--- config.mk ---
export PLATFORM = sky130hd
export DESIGN_NAME = asr_receiver
export DESIGN_NICKNAME = d
export VERILOG_FILES = /design/src/shared/asr_pkg.sv /design/src/verilog/asr_rt_tick.sv /design/src/verilog/asr_receiver.sv
export VERILOG_INCLUDE_DIRS = /design/src /design/src/shared
export SDC_FILE = /design/constraint.sdc
export NUM_CORES = 1
export LEC_CHECK = 0
export BUFFER_PORTS_ARGS = -buffer_cell sky130_fd_sc_hd__buf_2
export CAP_MARGIN = 10
export CORE_MARGIN = 2
export CORE_UTILIZATION = 50
export CTS_CLUSTER_SIZE = 40
export DETAILED_ROUTE_END_ITERATION = 7
export PLACE_DENSITY = 0.67
export REMOVE_ABC_BUFFERS = 1
export SLEW_MARGIN = 10
export SYNTH_ARGS = -nofsm -noshare
export SYNTH_HDL_FRONTEND = slang
export SYNTH_SLANG_ARGS = --single-unit
export TNS_END_PERCENT = 5
--- constraint.sdc ---
create_clock -name ref_clk_i -period 4 [get_ports ref_clk_i]
set_input_delay 0.4 -clock ref_clk_i [delete_from_list [all_inputs] [get_ports ref_clk_i]]
set_output_delay 0.4 -clock ref_clk_i [all_outputs]
set_load 0.01 [all_outputs]
--- src/shared/asr_regs.svh ---
`ifndef ASR_REGS_SVH
`define ASR_REGS_SVH

`define ASR_ADDR_CTRL_A  8'h13
`define ASR_ADDR_CTRL_B  8'h14
`define ASR_ADDR_CTRL_C  8'h15
`define ASR_ADDR_FLAGS_A 8'h16
`define ASR_ADDR_FLAGS_B 8'h17
`define ASR_ADDR_BUFFER  8'h18
`define ASR_ADDR_BAUD    8'h19

`define ASR_CA_ENABLE    6
`define ASR_CA_CHAR_LEN  4
`define ASR_CA_WAKE      3
`define ASR_CA_IDLE_ORG  2
`define ASR_CB_FULL_IE   5
`define ASR_CB_IDLE_IE   4
`define ASR_CB_RX_EN     2
`define ASR_CB_STANDBY   1
`define ASR_CC_OR_IE     3
`define ASR_CC_NF_IE     2
`define ASR_CC_FE_IE     1
`define ASR_CC_RW_MASK   8'h4F

`define ASR_RST_BYTE     8'h00

`define ASR_RT_FIRST     5'h01
`define ASR_RT_VERIFY    5'h07
`define ASR_RT_VOTE      5'h0A
`define ASR_RT_LAST      5'h10
`define ASR_IDLE_BITS_8  4'hA
`define ASR_IDLE_BITS_9  4'hB
`endif

--- src/shared/asr_pkg.sv ---
package asr_pkg;
  typedef enum logic [3:0] {
    ASR_HUNT  = 4'b0001,
    ASR_START = 4'b0010,
    ASR_DATA  = 4'b0100,
    ASR_STOP  = 4'b1000
  } asr_state_e;
  typedef logic [7:0] asr_byte_t;
endpackage

--- src/verilog/asr_rt_tick.sv ---
`timescale 1ns/100ps
module asr_rt_tick #(
  parameter int unsigned DIV_W = 8
) (
  input  wire logic             ref_clk_i,
  input  wire logic             reset_i,
  input  wire logic             clk_en_i,
  input  wire logic             run_i,
  input  wire logic [DIV_W-1:0] divider_i,
  output logic                  tick_o
);
  logic [DIV_W-1:0] cnt_q;
  wire              wrap = (cnt_q == divider_i);

  // one oversample tick every divider_i + 1 clocks
  always_ff @(posedge ref_clk_i) begin
    if (reset_i) begin
      cnt_q  <= '0;
      tick_o <= 1'b0;
    end else if (clk_en_i) begin
      if (!run_i || wrap) begin
        cnt_q <= '0;
      end else begin
        cnt_q <= cnt_q + 1'b1;
      end
      tick_o <= run_i && wrap;
    end
  end
endmodule // asr_rt_tick

--- src/verilog/asr_receiver.sv ---
// Our own choice: the strobed register port.
`timescale 1ns/100ps
`include "asr_regs.svh"
module asr_receiver (
  input  wire logic ref_clk_i,
  input  wire logic reset_i,
  input  wire logic clk_en_i,
  input  wire logic [7:0] addr_i,
  input  wire logic [7:0] wdata_i,
  input  wire logic wr_i,
  input  wire logic rd_i,
  output logic [7:0] rdata_o,
  input  wire logic receive_pin_i,
  output logic rx_irq_o,
  output logic err_irq_o
);
  function automatic logic maj3(input logic [2:0] s);
    maj3 = (s[0] & s[1]) | (s[0] & s[2]) | (s[1] & s[2]);
  endfunction

  function automatic logic split3(input logic [2:0] s);
    split3 = (s != 3'b000) && (s != 3'b111);
  endfunction

  // pin synchroniser
  logic rx_meta_q;
  logic rx_sync_q;
  always_ff @(posedge ref_clk_i) begin
    if (reset_i) begin
      rx_meta_q <= 1'b1;
      rx_sync_q <= 1'b1;
    end else if (clk_en_i) begin
      rx_meta_q <= receive_pin_i;
      rx_sync_q <= rx_meta_q;
    end
  end

  // register state
  asr_pkg::asr_byte_t ctrl_a_q;
  asr_pkg::asr_byte_t ctrl_b_q;
  asr_pkg::asr_byte_t ctrl_c_q;
  asr_pkg::asr_byte_t baud_q;
  asr_pkg::asr_byte_t buf_q;
  asr_pkg::asr_byte_t rd_mux;
  logic               ninth_q;
  logic               full_q;
  logic               idle_q;
  logic               or_q;
  logic               nf_q;
  logic               fe_q;
  logic               brk_q;

  wire sel_a    = (addr_i == `ASR_ADDR_CTRL_A);
  wire sel_b    = (addr_i == `ASR_ADDR_CTRL_B);
  wire sel_c    = (addr_i == `ASR_ADDR_CTRL_C);
  wire sel_fa   = (addr_i == `ASR_ADDR_FLAGS_A);
  wire sel_fb   = (addr_i == `ASR_ADDR_FLAGS_B);
  wire sel_buf  = (addr_i == `ASR_ADDR_BUFFER);
  wire sel_baud = (addr_i == `ASR_ADDR_BAUD);
  wire wr_b     = wr_i && sel_b;
  wire rd_buf   = rd_i && sel_buf;

  wire rx_on     = ctrl_a_q[`ASR_CA_ENABLE] && ctrl_b_q[`ASR_CB_RX_EN];
  wire len9      = ctrl_a_q[`ASR_CA_CHAR_LEN];
  wire wake_mark = ctrl_a_q[`ASR_CA_WAKE];
  wire idle_org  = ctrl_a_q[`ASR_CA_IDLE_ORG];
  wire standby   = ctrl_b_q[`ASR_CB_STANDBY];

  // oversample tick
  logic rt_tick;
  asr_rt_tick #(
    .DIV_W(8)
  ) u_tick (
    .ref_clk_i(ref_clk_i),
    .reset_i  (reset_i),
    .clk_en_i (clk_en_i),
    .run_i    (rx_on),
    .divider_i(baud_q),
    .tick_o   (rt_tick)
  );

  // recovery state
  asr_pkg::asr_state_e state_q;
  asr_pkg::asr_state_e state_d;
  logic [4:0]          rt_q;
  logic [4:0]          rt_d;
  logic [2:0]          win_q;
  logic [2:0]          win_d;
  logic [2:0]          hist_q;
  logic [2:0]          hist_d;
  logic [3:0]          bits_q;
  logic [3:0]          bits_d;
  logic [8:0]          shift_q;
  logic [8:0]          shift_d;
  logic                nf_acc_q;
  logic                nf_acc_d;
  logic                prev_bit_q;
  logic                prev_bit_d;
  logic                prev_smp_q;
  logic [4:0]          age_q;
  logic                done;
  logic                stop_bad;
  logic                stop_noise;

  wire       smp      = rx_sync_q;
  wire [2:0] trio     = {win_q[1:0], smp};
  wire       smp_pt   = (rt_q == 5'h03) || (rt_q == 5'h05) ||
                        (rt_q == 5'h08) || (rt_q == 5'h09);
  wire [4:0] rt_next  = (rt_q == `ASR_RT_LAST) ? `ASR_RT_FIRST
                                               : 5'(rt_q + 5'h01);
  wire       falling  = prev_smp_q && !smp;
  wire [4:0] age_now  = falling ? 5'h00
                      : ((age_q == 5'h1F) ? age_q : 5'(age_q + 5'h01));
  wire [3:0] nbits    = len9 ? 4'h9 : 4'h8;
  wire       bit_val  = maj3(trio);

  always_comb begin
    state_d    = state_q;
    rt_d       = rt_q;
    win_d      = win_q;
    hist_d     = hist_q;
    bits_d     = bits_q;
    shift_d    = shift_q;
    nf_acc_d   = nf_acc_q;
    prev_bit_d = prev_bit_q;
    done       = 1'b0;
    stop_bad   = 1'b0;
    stop_noise = 1'b0;
    if (!rx_on) begin
      state_d = asr_pkg::ASR_HUNT;
      hist_d  = 3'b000;
    end else if (rt_tick) begin
      if (smp_pt) begin
        win_d = {win_q[1:0], smp};
      end
      rt_d = rt_next;
      case (state_q)
        asr_pkg::ASR_HUNT: begin
          hist_d = {hist_q[1:0], smp};
          rt_d   = `ASR_RT_FIRST;
          if (!smp && hist_q == 3'b111) begin
            state_d    = asr_pkg::ASR_START;
            rt_d       = 5'h02;
            bits_d     = 4'h0;
            shift_d    = 9'h000;
            nf_acc_d   = 1'b0;
            prev_bit_d = 1'b0;
          end
        end
        asr_pkg::ASR_START: begin
          if (rt_q == `ASR_RT_VERIFY) begin
            if (maj3(trio)) begin
              state_d = asr_pkg::ASR_HUNT;
              hist_d  = 3'b000;
            end else if (split3(trio)) begin
              nf_acc_d = 1'b1;
            end
          end
          if (rt_q == `ASR_RT_VOTE && trio != 3'b000) begin
            nf_acc_d = 1'b1;
          end
          if (rt_q == `ASR_RT_LAST) begin
            state_d = asr_pkg::ASR_DATA;
          end
        end
        asr_pkg::ASR_DATA: begin
          if (rt_q == `ASR_RT_VOTE) begin
            shift_d    = {bit_val, shift_q[8:1]};
            prev_bit_d = bit_val;
            bits_d     = 4'(bits_q + 4'h1);
            if (split3(trio)) begin
              nf_acc_d = 1'b1;
            end
            if (prev_bit_q && !bit_val && age_now < 5'h0F) begin
              rt_d = 5'(age_now + 5'h02);
            end
          end
          if (rt_q == `ASR_RT_LAST && bits_q == nbits) begin
            state_d = asr_pkg::ASR_STOP;
          end
        end
        asr_pkg::ASR_STOP: begin
          if (rt_q == `ASR_RT_VOTE) begin
            done       = 1'b1;
            stop_bad   = !bit_val;
            stop_noise = split3(trio);
            state_d    = asr_pkg::ASR_HUNT;
            hist_d     = 3'b000;
          end
        end
        default: begin
          state_d = asr_pkg::ASR_HUNT;
        end
      endcase
    end
  end

  always_ff @(posedge ref_clk_i) begin
    if (reset_i) begin
      state_q    <= asr_pkg::ASR_HUNT;
      rt_q       <= `ASR_RT_FIRST;
      win_q      <= 3'b000;
      hist_q     <= 3'b000;
      bits_q     <= 4'h0;
      shift_q    <= 9'h000;
      nf_acc_q   <= 1'b0;
      prev_bit_q <= 1'b0;
      prev_smp_q <= 1'b1;
      age_q      <= 5'h1F;
    end else if (clk_en_i) begin
      state_q    <= state_d;
      rt_q       <= rt_d;
      win_q      <= win_d;
      hist_q     <= hist_d;
      bits_q     <= bits_d;
      shift_q    <= shift_d;
      nf_acc_q   <= nf_acc_d;
      prev_bit_q <= prev_bit_d;
      if (rt_tick) begin
        prev_smp_q <= smp;
        age_q      <= age_now;
      end
    end
  end

  // character outcome
  wire [7:0] rx_data  = len9 ? shift_q[7:0] : shift_q[8:1];
  wire       rx_msb   = shift_q[8];
  wire       is_break = stop_bad && (shift_q == 9'h000);
  wire       char_nf  = nf_acc_q || stop_noise;
  wire       wake_hit = done && standby && wake_mark && rx_msb;
  wire       accept   = done && (!standby || wake_hit);
  wire       load     = accept && !full_q;
  wire       overrun  = accept && full_q;

  // idle detection
  logic [7:0] idle_cnt_q;
  logic       idle_armed_q;
  wire  [7:0] idle_tgt  = {(len9 ? `ASR_IDLE_BITS_9 : `ASR_IDLE_BITS_8),
                           4'h0};
  wire        idle_hold = idle_org && (state_q != asr_pkg::ASR_HUNT);
  wire        idle_full = (idle_cnt_q >= idle_tgt);
  wire        idle_hit  = rx_on && rt_tick && smp && !idle_hold &&
                          (idle_cnt_q == 8'(idle_tgt - 8'h01));
  wire        idle_set  = idle_hit && idle_armed_q && !standby;
  wire        idle_wake = rx_on && standby && !wake_mark && idle_full;

  always_ff @(posedge ref_clk_i) begin
    if (reset_i) begin
      idle_cnt_q   <= 8'h00;
      idle_armed_q <= 1'b0;
    end else if (clk_en_i) begin
      if (!rx_on) begin
        idle_cnt_q <= 8'h00;
      end else if (rt_tick) begin
        if (!smp || idle_hold) begin
          idle_cnt_q <= 8'h00;
        end else if (!idle_full) begin
          idle_cnt_q <= 8'(idle_cnt_q + 8'h01);
        end
      end
      if (done) begin
        idle_armed_q <= 1'b1;
      end else if (idle_hit) begin
        idle_armed_q <= 1'b0;
      end
    end
  end

  // registers and flags
  always_ff @(posedge ref_clk_i) begin
    if (reset_i) begin
      ctrl_a_q <= `ASR_RST_BYTE;
      ctrl_b_q <= `ASR_RST_BYTE;
      ctrl_c_q <= `ASR_RST_BYTE;
      baud_q   <= `ASR_RST_BYTE;
      buf_q    <= `ASR_RST_BYTE;
      ninth_q  <= 1'b0;
      full_q   <= 1'b0;
      idle_q   <= 1'b0;
      or_q     <= 1'b0;
      nf_q     <= 1'b0;
      fe_q     <= 1'b0;
      brk_q    <= 1'b0;
    end else if (clk_en_i) begin
      if (wr_i && sel_a) begin
        ctrl_a_q <= wdata_i;
      end
      if (wr_b) begin
        ctrl_b_q <= wdata_i;
      end else if (wake_hit || idle_wake) begin
        ctrl_b_q[`ASR_CB_STANDBY] <= 1'b0;
      end
      if (wr_i && sel_c) begin
        ctrl_c_q <= wdata_i & `ASR_CC_RW_MASK;
      end
      if (wr_i && sel_baud) begin
        baud_q <= wdata_i;
      end
      if (load) begin
        buf_q   <= rx_data;
        ninth_q <= rx_msb;
      end
      full_q <= load || (full_q && !rd_buf);
      fe_q   <= (load && stop_bad) || (fe_q && !rd_buf);
      nf_q   <= (load && char_nf) || (nf_q && !rd_buf);
      brk_q  <= (load && is_break) || (brk_q && !rd_buf);
      or_q   <= overrun || (or_q && !rd_buf);
      idle_q <= idle_set || (idle_q && !rd_buf);
    end
  end

  always_comb begin
    rd_mux = 8'h00;
    if (sel_a) begin
      rd_mux = ctrl_a_q;
    end else if (sel_b) begin
      rd_mux = ctrl_b_q;
    end else if (sel_c) begin
      rd_mux = {ninth_q, ctrl_c_q[6:0]};
    end else if (sel_fa) begin
      rd_mux = {2'b00, full_q, idle_q, or_q, nf_q, fe_q, 1'b0};
    end else if (sel_fb) begin
      rd_mux = {6'h00, brk_q, (state_q != asr_pkg::ASR_HUNT)};
    end else if (sel_buf) begin
      rd_mux = buf_q;
    end else if (sel_baud) begin
      rd_mux = baud_q;
    end
  end

  // read data and interrupt requests
  wire rx_irq_d  = !standby &&
                   ((full_q && ctrl_b_q[`ASR_CB_FULL_IE]) ||
                    (idle_q && ctrl_b_q[`ASR_CB_IDLE_IE]));
  wire err_irq_d = !standby &&
                   ((or_q && ctrl_c_q[`ASR_CC_OR_IE]) ||
                    (nf_q && ctrl_c_q[`ASR_CC_NF_IE]) ||
                    (fe_q && ctrl_c_q[`ASR_CC_FE_IE]));

  always_ff @(posedge ref_clk_i) begin
    if (reset_i) begin
      rdata_o   <= 8'h00;
      rx_irq_o  <= 1'b0;
      err_irq_o <= 1'b0;
    end else if (clk_en_i) begin
      rdata_o   <= rd_i ? rd_mux : 8'h00;
      rx_irq_o  <= rx_irq_d;
      err_irq_o <= err_irq_d;
    end
  end
endmodule // asr_receiver

==> results.json <==
{
  "ports": 32,
  "synth.yosys.seq_area_share_pct": 37.9,
  "postSynth.asyncResetShare_pct": 0,
  "timing.setup.tns_ps": 0,
  "cp-end-kind": "flop",
  "hold_viol_final": 0,
  "ctsLongestPathBuffers": 2,
  "synthCells": 671,
  "yosys-mux-area-fraction_pct": 7.98,
  "route.detailed.drc": 0,
  "layout_commonest_cell": "sky130_fd_sc_hd__dfxtp_1",
  "compound_cell_area_share_of_the_yosys_netlist_pct": 20.2,
  "synth_cell_types": 76,
  "wl_mm": 14.6,
  "power.leakage_nw": 2.24,
  "rsz0062_at_grt": "false",
  "syn-cell-area_um2": 5710,
  "floorplan.rows": 39,
  "synth_largest_area_cell": "sky130_fd_sc_hd__dfxtp_1",
  "grt_antenna_before_repair": 0,
  "cap_violations": 0,
  "ys.warnings.count": 0,
  "global_route.overflow_total": 0,
  "report.final.setup_viol": 0,
  "synth-edff-count": 0,
  "io_buffers": 31,
  "cts.sink_count": 108,
  "path_class": "reg2reg",
  "cts.reportedPaths.clkPinSlew_ps": 70,
  "critical_path.reg2reg.endpoint": "bits_q[3]$_SDFFE_PP0P_",
  "final_weighted_congestion_in_routability_driven_placement": 0.940,
  "routed_wire_length_per_instance_um": 17.7,
  "worstHoldStart": "receive_pin_i",
  "grt_pass1_vias": 4717,
  "cts_setup_buffers": 0,
  "tritoncts": "yes",
  "reg2reg_from": "u_tick.tick_o$_SDFFE_PP0P_",
  "timing.hold.worst.class": "in2reg",
  "start_util_pct": 50.6,
  "cts-htree-levels": 3,
  "slew_viol_final": 0,
  "number_of_antenna_violating_nets_in_the_routed_design": 0,
  "skew_ps": 5.94,
  "place.detailed.hpwl_mm": 10.2,
  "finish.instance_area_um2": 6210,
  "status": "complete, no violations",
  "synth_top_family_by_area": "simple AND/OR/NAND/NOR gates",
  "cp_data_arrival_time_ps": 3060,
  "fin_crit_ps": 2770,
  "clk-insertion-delay-late_ps": 350,
  "holdPathEnd": "rx_meta_q$_SDFFE_PP1P_",
  "cts-root-buf": "sky130_fd_sc_hd__clkbuf_16",
  "design.final.nets": 710,
  "yosys_most_used_dff": "sky130_fd_sc_hd__dfxtp_1",
  "num_vias": 5105,
  "synth_largest_type_area_fraction_pct": 37.9,
  "synth_xor_area_share_pct": 3.53,
  "setup.worst_path.start_class": "flop",
  "synth_adder_area_share_pct": 2.59,
  "number_of_buffers_inserted_for_hold_repair_after_clock_tree_synthesis": 0,
  "synthSimpleGateAreaFrac_pct": 23.6,
  "timing.hold.worst_path_depth": 3,
  "ff2ff_path_depth": 5,
  "tritoncts.num_buffers": 9,
  "fmaxAchievable_mhz": 361,
  "track_usage_pct": 24.3,
  "antennaDiodeCount": 0,
  "drt_iter0_markers": 590,
  "post_cts_resize_count": 0,
  "timing.final.crit_share_pct": 69.3,
  "crit_fanout": 14,
  "ir_drop_mv": 0.328,
  "r2r_slack_ps": 1230,
  "timing.slew.headroom_pct": 45.0,
  "die_height_um": 111,
  "cp.required_ps": 4280,
  "ys_ff_latch": 108,
  "tightestPinTransition_ps": 821,
  "mostFrequentLayoutCells": "108 x sky130_fd_sc_hd__dfxtp_1, 87 x sky130_fd_sc_hd__nor2_1, 47 x sky130_fd_sc_hd__a21oi_1, 44 x sky130_fd_sc_hd__nand2_1, 41 x sky130_fd_sc_hd__mux2i_1",
  "synthesis.area_per_instance_um2": 8.50,
  "die_x_um": 111,
  "grt_pass1_wl_mm": 24.4,
  "placed_area_um2": 5930,
  "dieArea_um2": 12300,
  "synth_top_cells_by_area": "sky130_fd_sc_hd__dfxtp_1 38%, sky130_fd_sc_hd__mux2i_1 7.2%, sky130_fd_sc_hd__nor2_1 5.7%",
  "first_pass_iteration_count_of_the_detailed_router": 5,
  "area.growth.synth_to_final_pct": 8.75,
  "pd_cells_nw_per_um2": 328,
  "placeable_area_um2": 11300,
  "grt_max_degree": 99,
  "vias_per_cell": 6.19,
  "drive_gt1_share_pct": 10.6
}
[layer usage]
metal	wire, um	share of wire, %	vias to the layer above	GRT usage (%)
met1	6800	46	2442	34.3
met3	851	5.8	21	5.19
li1	-	-	2495	-
met5	0	0	-	0
met4	253	1.7	0	6.75
met2	6730	46	147	37.7
[synthesized netlist by cell type, types with 4 or more instances]
cell type	n
sky130_fd_sc_hd__mux2i_1	41
sky130_fd_sc_hd__nor4b_1	7
sky130_fd_sc_hd__buf_2	8
sky130_fd_sc_hd__xor2_1	4
sky130_fd_sc_hd__xnor2_1	19
sky130_fd_sc_hd__inv_1	13
sky130_fd_sc_hd__a22oi_1	13
sky130_fd_sc_hd__nand4_1	9
sky130_fd_sc_hd__nor3b_1	8
sky130_fd_sc_hd__o22ai_1	6
sky130_fd_sc_hd__and3_1	7
sky130_fd_sc_hd__nand3_1	22
sky130_fd_sc_hd__dfxtp_1	108
sky130_fd_sc_hd__a31oi_1	9
sky130_fd_sc_hd__or4b_1	4
sky130_fd_sc_hd__o21ai_0	27
sky130_fd_sc_hd__ha_1	11
sky130_fd_sc_hd__a32oi_1	6
sky130_fd_sc_hd__a21oi_1	47
sky130_fd_sc_hd__a211oi_1	16
sky130_fd_sc_hd__nand2b_1	7
sky130_fd_sc_hd__or3_1	4
sky130_fd_sc_hd__o21bai_1	5
sky130_fd_sc_hd__nor2b_1	11
sky130_fd_sc_hd__and4_1	4
sky130_fd_sc_hd__nor2_1	87
sky130_fd_sc_hd__and2_1	5
sky130_fd_sc_hd__nor4_1	8
sky130_fd_sc_hd__a31o_2	4
sky130_fd_sc_hd__nand2_1	44
sky130_fd_sc_hd__o211ai_1	4
sky130_fd_sc_hd__clkbuf_1	30
sky130_fd_sc_hd__nor3_1	9
[worst max-delay path by stage]
| stage | end | slack (ps) | cells after the start | from |
|---|---|---|---|---|
| after floorplan | ninth_q$_SDFFE_PP0P_ | 1290 | 7 | rt_q[0]$_SDFFE_PP1P_ |
| after global placement | bits_q[3]$_SDFFE_PP0P_ | 1400 | 5 | u_tick.tick_o$_SDFFE_PP0P_ |
| after detailed placement | bits_q[3]$_SDFFE_PP0P_ | 1320 | 5 | u_tick.tick_o$_SDFFE_PP0P_ |
| after CTS | bits_q[3]$_SDFFE_PP0P_ | 1280 | 5 | u_tick.tick_o$_SDFFE_PP0P_ |
| final | bits_q[3]$_SDFFE_PP0P_ | 1230 | 5 | u_tick.tick_o$_SDFFE_PP0P_ |
| after global routing | bits_q[3]$_SDFFE_PP0P_ | 940 | 5 | u_tick.tick_o$_SDFFE_PP0P_ |
[area by class of cell]
| type | count | area, um^2 |
|---|---|---|
| Clock inverter | 3 | 18.8 |
| Inverter | 13 | 48.8 |
| Tap cell | 143 | 179 |
| Timing Repair Buffer | 39 | 228 |
| Clock buffer | 13 | 260 |
| Sequential cell | 108 | 2160 |
| Fill cell | 1076 | 5070 |
| Multi-Input combinational cell | 506 | 3310 |
[kinds of logic after synthesis]
group / count (synthesis)
adders and majority gates: 12
AOI/OAI and AO/OA: 172
muxes: 44
xor gates and xnor gates: 23
and+or+nand+nor: 255
buffers and inverters: 57
DFF: 108
[registers in the layout, summed over array words and instances, names as in the netlist, 5 cells and up]
| register | cells |
|---|---|
| buf_q | 8 |
| rdata_o | 8 |
| ctrl_c_q | 5 |
| u_tick.cnt_q | 8 |
| age_q | 5 |
| shift_q | 9 |
| idle_cnt_q | 8 |
| baud_q | 8 |
| ctrl_a_q | 8 |
| ctrl_b_q | 8 |
| rt_q | 5 |
[per-stage QoR]
step	power [mW]	util, %	setup slack (ps)	std cells	hold slack (ps)
4_1_cts	2.05	55.1	1280	825	265
3_3_place_gp	1.20	52.6	1400	809	451
6_report	2.03	55.1	1230	825	267
3_5_place_dp	1.20	52.6	1320	809	450
2_1_floorplan	1.14	-	1290	627	435
5_1_grt	2.11	55.1	937	825	282
[worst max-delay path: stages, from the launching register on]
cell	delay (ps)
sky130_fd_sc_hd__dfxtp_1	550
sky130_fd_sc_hd__nand4_1	490
sky130_fd_sc_hd__a221oi_1	570
sky130_fd_sc_hd__nand2_1	390
sky130_fd_sc_hd__or4_1	560
sky130_fd_sc_hd__a21oi_1	150
[power by group]
group          total, mW  switching (mW)  internal (mW)
combinational     0.0957          0.0673         0.0284
sequential          1.08         0.00270           1.08
clock              0.859           0.401          0.458
Note: power is estimated with default switching activity, not from simulation.
